==> src/rtl/line_sense_pkg.sv <==
// package: address, field layout, reset value and scaling constants of the line sense status register
package line_sense_pkg;
  // ----------------------------------------
  // register map
  // ----------------------------------------
  localparam logic [7:0] STATUS_ADDR       = 8'h13;    // status register index on the serial port
  localparam logic [7:0] STATUS_RESET      = 8'h00;    // value after reset
  localparam logic [7:0] UNMAPPED_DATA     = 8'h00;    // read data for any other address
  // ----------------------------------------
  // field positions
  // ----------------------------------------
  localparam int         CODE_MSB          = 7;        // sense code upper bit
  localparam int         CODE_LSB          = 3;        // sense code lower bit
  localparam int         OVL_BIT           = 2;        // live receive overload
  localparam int         DROP_BIT          = 1;        // supply dropout
  localparam int         PROT_BIT          = 0;        // overload protection engaged
  localparam int         CODE_W            = 5;        // sense code width
  // ----------------------------------------
  // sense code values
  // ----------------------------------------
  localparam logic [4:0] CODE_ZERO         = 5'h00;    // no line / low current
  localparam logic [4:0] CODE_MIN          = 5'h01;    // minimum voltage or normal current
  localparam logic [4:0] CODE_MAX_NORMAL   = 5'h1E;    // maximum normal loop current
  localparam logic [4:0] CODE_ALL_ONES     = 5'h1F;    // max voltage or excessive current
  // ----------------------------------------
  // current scaling (inputs given in whole mA)
  // ----------------------------------------
  localparam int         MA_PER_COUNT      = 3;        // 3 mA per code step
  localparam logic [7:0] OVERLOAD_MA       = 8'h8C;    // 140 mA threshold
  localparam logic [7:0] OVERLOAD_CTR21_MA = 8'h38;    // 56 mA threshold in CTR21 mode
  // ----------------------------------------
  // dropout recovery
  // ----------------------------------------
  localparam int         RECOVER_FRAMES    = 16;       // sample frames before dropout clears
endpackage : line_sense_pkg

==> src/rtl/frame_counter.sv <==
// module: counts sample-rate frame strobes while enabled and flags a reached target
module frame_counter #(
  parameter int TARGET = line_sense_pkg::RECOVER_FRAMES   // frames to count
) (
  input  wire logic core_clk_i,   // core clock
  input  wire logic reset_i,      // async reset, active high
  input  wire logic enable_i,     // count while high, restart when low
  input  wire logic strobe_i,     // one-cycle frame strobe
  output logic      done_o        // high once TARGET strobes were seen
);
  import line_sense_pkg::*;

  localparam int CW = $clog2(TARGET + 1);                  // counter width
  localparam logic [CW-1:0] TGT = CW'(TARGET);             // sized target

  logic [CW-1:0] count_r;   // frames seen since enable rose

  // ----------------------------------------
  // frame count
  // ----------------------------------------
  // saturates at the target so a long recovery never wraps back to zero
  always_ff @(posedge core_clk_i or posedge reset_i) begin
    if (reset_i) begin
      count_r <= '0;
    end else if (!enable_i) begin
      count_r <= '0;                                        // restart on each new recovery
    end else if (strobe_i && count_r != TGT) begin
      count_r <= count_r + CW'(1);
    end
  end

  assign done_o = (count_r == TGT);
endmodule : frame_counter

==> src/rtl/line_sense_status.sv <==
// module: read-only line sense status register with sense code, overload, dropout and protection flags
// What this block does
// - five-bit sense code in bits seven to three
// - on-hook volts 2.75 per count, zero no line
// - on-hook one minimum, all ones maximum
// - off-hook 3 mA per count, capped normal
// - all ones above 140 mA, CTR21 56
// - bit two live receive overload, self clearing
// - overload masked only by settling counter
// - off-hook supply collapse sets dropout bit one
// - dropout clears sixteen frames after recovery
// - on-hook dropout equals line side powered up
// - bit zero shows overload protection engaged
// - ring-zero option forces all ones or zeroes
module line_sense_status #(
  parameter int RECOVER_FRAMES = line_sense_pkg::RECOVER_FRAMES   // dropout recovery frames
) (
  input  wire logic       core_clk_i,               // 10 MHz core clock
  input  wire logic       reset_i,                  // async reset, active high
  // register port
  input  wire logic [7:0] reg_addr_i,               // register index
  input  wire logic       reg_rd_i,                 // read strobe, one cycle
  input  wire logic       reg_wr_i,                 // write strobe, ignored
  output logic      [7:0] reg_rdata_o,              // read data, registered
  // control bits held elsewhere
  input  wire logic       offhook_control_i,        // 1 = off-hook, loop current mode
  input  wire logic       onhook_monitor_select_i,  // on-hook monitor selected
  input  wire logic       ring_zero_option_i,       // ring-zero option
  input  wire logic       billing_tone_enable_i,    // no influence on live overload
  input  wire logic       line_side_powerdown_i,    // line-side device powered down
  input  wire logic       ctr21_mode_i,             // CTR21 termination selected
  // sensed conditions from the line side
  input  wire logic [7:0] line_volt_steps_i,        // line voltage in 2.75 V steps
  input  wire logic       line_present_i,           // a line is connected
  input  wire logic [7:0] loop_ma_i,                // loop current in mA
  input  wire logic       ring_active_i,            // ring event in progress
  input  wire logic       rx_overload_i,            // receive input too large
  input  wire logic       offhook_settling_i,       // off-hook settling counter running
  input  wire logic       line_supply_ok_i,         // line-derived supply up
  input  wire logic       overload_protect_i,       // overload protection engaged
  input  wire logic       sample_strobe_i,          // one pulse per sample frame
  output logic      [7:0] status_o                  // live copy of the status register
);
  import line_sense_pkg::*;

  logic [7:0]        status_r;       // status register
  logic [7:0]        status_nxt;     // its next value
  logic [CODE_W-1:0] code_nxt;       // next sense code
  logic [7:0]        loop_counts;    // loop current in code steps
  logic [7:0]        ovl_thresh;     // active overload threshold
  logic              dropout_r;      // supply dropout flag
  logic              recover_done;   // recovery frames elapsed

  // ----------------------------------------
  // sense code
  // ----------------------------------------
  assign ovl_thresh  = ctr21_mode_i ? OVERLOAD_CTR21_MA : OVERLOAD_MA;
  assign loop_counts = 8'(loop_ma_i / 8'(MA_PER_COUNT));

  // monitor selection; the monitor-select bit only changes the analog path, not the scaling
  always_comb begin
    code_nxt = CODE_ZERO;
    if (ring_zero_option_i && ring_active_i) begin
      code_nxt = line_present_i ? CODE_ALL_ONES : CODE_ZERO;
    end else if (offhook_control_i) begin
      if (loop_ma_i > ovl_thresh) begin
        code_nxt = CODE_ALL_ONES;
      end else if (loop_counts > 8'(CODE_MAX_NORMAL)) begin
        code_nxt = CODE_MAX_NORMAL;
      end else begin
        code_nxt = loop_counts[CODE_W-1:0];
      end
    end else if (!line_present_i) begin
      code_nxt = CODE_ZERO;
    end else if (line_volt_steps_i > 8'(CODE_ALL_ONES)) begin
      code_nxt = CODE_ALL_ONES;
    end else if (line_volt_steps_i < 8'(CODE_MIN)) begin
      code_nxt = CODE_MIN;
    end else begin
      code_nxt = line_volt_steps_i[CODE_W-1:0];
    end
  end

  // ----------------------------------------
  // dropout recovery timer
  // ----------------------------------------
  frame_counter #(
    .TARGET     (RECOVER_FRAMES)
  ) u_recover (
    .core_clk_i (core_clk_i),
    .reset_i    (reset_i),
    .enable_i   (offhook_control_i && line_supply_ok_i && dropout_r),
    .strobe_i   (sample_strobe_i),
    .done_o     (recover_done)
  );

  // ----------------------------------------
  // dropout flag
  // ----------------------------------------
  // a collapse during recovery wins: the counter restarts from zero
  always_ff @(posedge core_clk_i or posedge reset_i) begin
    if (reset_i) begin
      dropout_r <= 1'b0;
    end else if (!offhook_control_i) begin
      dropout_r <= !line_side_powerdown_i;
    end else if (!line_supply_ok_i) begin
      dropout_r <= 1'b1;
    end else if (recover_done) begin
      dropout_r <= 1'b0;
    end
  end

  // ----------------------------------------
  // status register
  // ----------------------------------------
  always_comb begin
    status_nxt                    = STATUS_RESET;
    status_nxt[CODE_MSB:CODE_LSB] = code_nxt;
    status_nxt[OVL_BIT]           = rx_overload_i && !offhook_settling_i;
    status_nxt[DROP_BIT]          = dropout_r;
    status_nxt[PROT_BIT]          = overload_protect_i;
  end

  // every field tracks its condition; nothing here looks at reads or writes
  always_ff @(posedge core_clk_i or posedge reset_i) begin
    if (reset_i) begin
      status_r <= STATUS_RESET;
    end else begin
      status_r <= status_nxt;
    end
  end

  assign status_o = status_r;

  // ----------------------------------------
  // register read port
  // ----------------------------------------
  // writes are dropped: the register is read-only and has no side effects
  always_ff @(posedge core_clk_i or posedge reset_i) begin
    if (reset_i) begin
      reg_rdata_o <= UNMAPPED_DATA;
    end else if (reg_rd_i) begin
      reg_rdata_o <= (reg_addr_i == STATUS_ADDR) ? status_r : UNMAPPED_DATA;
    end
  end
endmodule : line_sense_status

==> config.mk <==
export PLATFORM = sky130hd
export DESIGN_NAME = line_sense_status
export DESIGN_NICKNAME = d
export VERILOG_FILES = /design/src/rtl/line_sense_pkg.sv /design/src/rtl/frame_counter.sv /design/src/rtl/line_sense_status.sv
export SDC_FILE = /design/constraint.sdc
export NUM_CORES = 1
export LEC_CHECK = 0
export BUFFER_PORTS_ARGS = -buffer_cell sky130_fd_sc_hd__buf_4
export CORE_MARGIN = 2
export CORE_UTILIZATION = 40
export CTS_CLUSTER_SIZE = 12
export DETAILED_ROUTE_END_ITERATION = 8
export PLACE_DENSITY = 0.74
export SLEW_MARGIN = 20
export SYNTH_ARGS = -nofsm -noshare
export SYNTH_HDL_FRONTEND = slang
export SYNTH_SLANG_ARGS = --single-unit
==> constraint.sdc <==
create_clock -name core_clk_i -period 1.7 [get_ports core_clk_i]
set_input_delay 0.34 -clock core_clk_i [delete_from_list [all_inputs] [get_ports core_clk_i]]
set_output_delay 0.34 -clock core_clk_i [all_outputs]
set_load 0.005 [all_outputs]
==> flow_summary.yaml <==
outcome:
  violations: "negative setup slack"
  status: "complete, but fails checks"
sta:
  whs_ns: 0.108
  max_freq_ghz: 0.568
  finalSetupViolCount: 2
  grt_setup_unrepaired: "true"
  fin_worst_skew_ns: 0.00257
  slew_violations: 0
  max_slew_margin_pct: 77.5
  final.setup.worst_slack_ns: -0.0604
  hold_viol: 0
  timing.final.crit_share_pct: 104
  layout_min_cycle_time_ns: 1.76
  tightest_slew_ns: 0.334
die:
  core_um2: 4290
  die-area_um2: 4910
  pin_count: 57
  start_util_pct: 40.7
  num_rows: 24
  dieHeight_um: 70.1
  die_x_um: 70.1
finish:
  fin_util_pct: 65.1
  final-seq-area_um2: 551
  drive_above_1_share_pct: 46.0
  design_area_um2: 2790
  fillers: 362
  syn_to_final_growth_pct: 60.0
  fin_cells: 341
  diodes: 0
  multiInputGateArea_um2: 1250
  nNetsFinal: 338
synthesis:
  syn_avg_cell_area_um2: 8.69
  yosysUniqueCellTypes: 55
  netlist_top_cells_area: "dfrtp_1 32%, o21ai_0 7.2%, ha_1 5.0%"
  yosysTopAreaCell: "dfrtp_1"
  ys.flop_type: "dfrtp_1"
  synthArstFlopShare_pct: 100
  synth.top_cell.area_share_pct: 31.5
  yosys_warnings: 0
  synthCells: 201
  synth-edff-count: 0
  ys_ff_latch: 22
  yosysSeqAreaShare_pct: 31.5
  syn_area_um2: 1750
  synth_nets: 249
setup_path:
  path_max_fanout: 15
  critPathKind: "primary input to flop"
  r2r_end: "u_recover.count_r[1]"
  crit_required_ns: 1.85
  cp_slowest_cell: "nor4b_4"
  r2r_slack_ns: 0.25
  critPathMaxStageDelay_ns: 0.36
  critPathBufInv: 1
  path_delay_family: "compound AO/OA/AOI/OAI gates"
  rr_startpoint: "u_recover.count_r[0]"
  reg2reg_depth: 7
  cp-end-kind: "flop"
  critPathLaunchType: "primary input"
  crit_chain: "buf_12 -> nor4b_4 -> o2bb2ai_4 -> o22ai_2 -> nand3_2 -> ha_4 -> a21boi_1 -> a311oi_2 -> o31ai_2"
  crit_arrival_ns: 1.91
detailed_routing:
  num_vias: 1837
  antenna_left: 0
  drt_pass1_iterations: 4
  drc: 0
  drt_iter0_drc: 135
  post_drt_wl_per_cell_um: 14.6
  postRouteWirelength_um: 4980
  via_per_inst: 5.39
power:
  power_density_nw_per_um2: 564
  ir_drop_uv: 285
  total_power_mw: 1.57
  power.leakage_nw: 1.22
clock_network:
  clkTransAtPathRegs_ns: 0.08
  tritoncts: "built"
  cts-htree-levels: 1
  clock_sinks: 22
  cts_buffers: 3
  clkLatencyLatePin_ns: 0.26
  cts-root-buf: "clkbuf_8"
  clk_path_buf_depth: 2
placed_design:
  dpl.cell_count: 330
  dpl_cell_area_um2: 2410
  dp_hpwl_um: 3490
  portBuffers: 53
  gp_congestion: 0.782
global_routing:
  grt_usage_pct: 19.6
  grt_pass1_vias: 1749
  grt_overflow_total: 0
  grt_pass1_wl_um: 7940
  grt_start_max_net_pins: 23
  antenna_found_initial: 0
min_path:
  hp-class: "primary input to async pin"
run:
  cap_violations: 0
[repair_timing]
action,CTS,global route
endpoints found under the setup margin,4,5
endpoints found under the hold margin,0,0
gates resized for setup,23,27
hold buffers,0,0
setup buffers,6,1
pin swaps,16,13
[cell usage in the layout (no fill, tap or decap), types with 2 or more instances in the layout]
master | Yosys | layout
dfrtp_1 | 22 | 22
mux2i_1 | 2 | 2
a32oi_2 | 0 | 2
a21o_1 | 3 | 3
nor4_4 | 1 | 2
nand3_2 | 2 | 3
a32oi_1 | 4 | 2
nor3_1 | 5 | 3
mux2_2 | 2 | 2
a32o_1 | 2 | 2
nand2b_1 | 6 | 6
nor2b_1 | 2 | 2
inv_1 | 16 | 14
buf_8 | 0 | 2
a21oi_1 | 4 | 3
o21ai_0 | 25 | 22
nor2_2 | 0 | 2
o21ai_1 | 1 | 3
buf_4 | 3 | 85
xor2_1 | 5 | 5
buf_12 | 0 | 4
buf_6 | 3 | 3
nand2_1 | 18 | 18
nor2_1 | 9 | 7
nand3_1 | 6 | 5
nand3b_1 | 7 | 7
o211ai_1 | 3 | 3
ha_1 | 7 | 3
clkbuf_8 | 0 | 3
o22ai_1 | 3 | 2
ha_4 | 0 | 4
nand4_1 | 4 | 4
[cells in the mapped netlist, drive strengths merged (2+ instances only)]
master    n
or3b      3
dfrtp    22
nor4      4
nand2b    7
nor2b     2
o211ai    3
o2bb2ai   2
mux2      2
a32oi     4
and2      2
xor2      5
o31ai     2
o21ai    26
nor3      5
nand4bb   2
mux2i     2
nand2    18
buf       9
o22ai     3
nand3     8
a21oi     4
ha        7
nand4     4
a21o      3
nand3b    7
inv      16
a32o      2
nor2      9
[registers in the layout (all words and copies together) (netlist names)]
register and count:
dropout_r 1, reg_rdata_o 8, status_o 8, u_recover.count_r 5
[worst max path at each step]
stage / startpoint / slack [ns] / to / cells past startpoint
final: loop_ma_i[7] / -0.06 / status_o[3] / 9
after global routing: loop_ma_i[4] / -0.13 / status_o[3] / 10
after CTS: ctr21_mode_i / -0.04 / status_o[7] / 9
after global placement: loop_ma_i[7] / -0.36 / status_o[3] / 9
after floorplan: loop_ma_i[3] / -0.22 / status_o[3] / 9
after detailed placement: loop_ma_i[7] / -0.38 / status_o[3] / 9
[power breakdown]
group,switching (mW),total [mW],internal [mW]
logic,0.245,0.534,0.289
clock network,0.172,0.486,0.314
registers,0.0114,0.554,0.543
total,0.428,1.57,1.15
[cell families after synthesis]
| kind of cell | synth area share [%] |
|---|---|
| DFF | 31.5 |
| adders and majority gates | 5.01 |
| xor gates and xnor gates | 3.01 |
| muxes | 2.44 |
| and+or+nand+nor | 28.2 |
| AOI/OAI and AO/OA | 21.8 |
| buffers and inverters | 7.95 |
[worst min-delay path, cell delays in order]
cell and delay, ns:
buf_4 0.11, inv_1 0.04, buf_4 0.28
[routing by layer]
metal | GRT usage, % | vias up | share of wire (%)
met5 | 0 | - | 0
met4 | 5.98 | 0 | 1.5
met3 | 2.74 | 8 | 5.8
met2 | 34.6 | 63 | 51
met1 | 24.7 | 856 | 42
li1 | - | 910 | -
[through the flow]
step	setup TNS (ns)	worst slack (ns)
after global routing	-0.267	-0.134
after detailed placement	-2.26	-0.376
after global placement	-1.84	-0.357
after floorplan	-0.498	-0.217
after CTS	-0.0468	-0.0384
final	-0.0742	-0.0604
[layout make-up]
| type | instances | area share [%] |
|---|---|---|
| Multi-Input combinational cell | 152 | 44.9 |
| Clock inverter | 1 | 1.07 |
| Clock buffer | 3 | 1.48 |
| Tap cell | 52 | 2.33 |
| Inverter | 17 | 2.55 |
| Sequential cell | 22 | 19.7 |
| Timing Repair Buffer | 94 | 28.0 |
(Power assumes the default switching activity.)
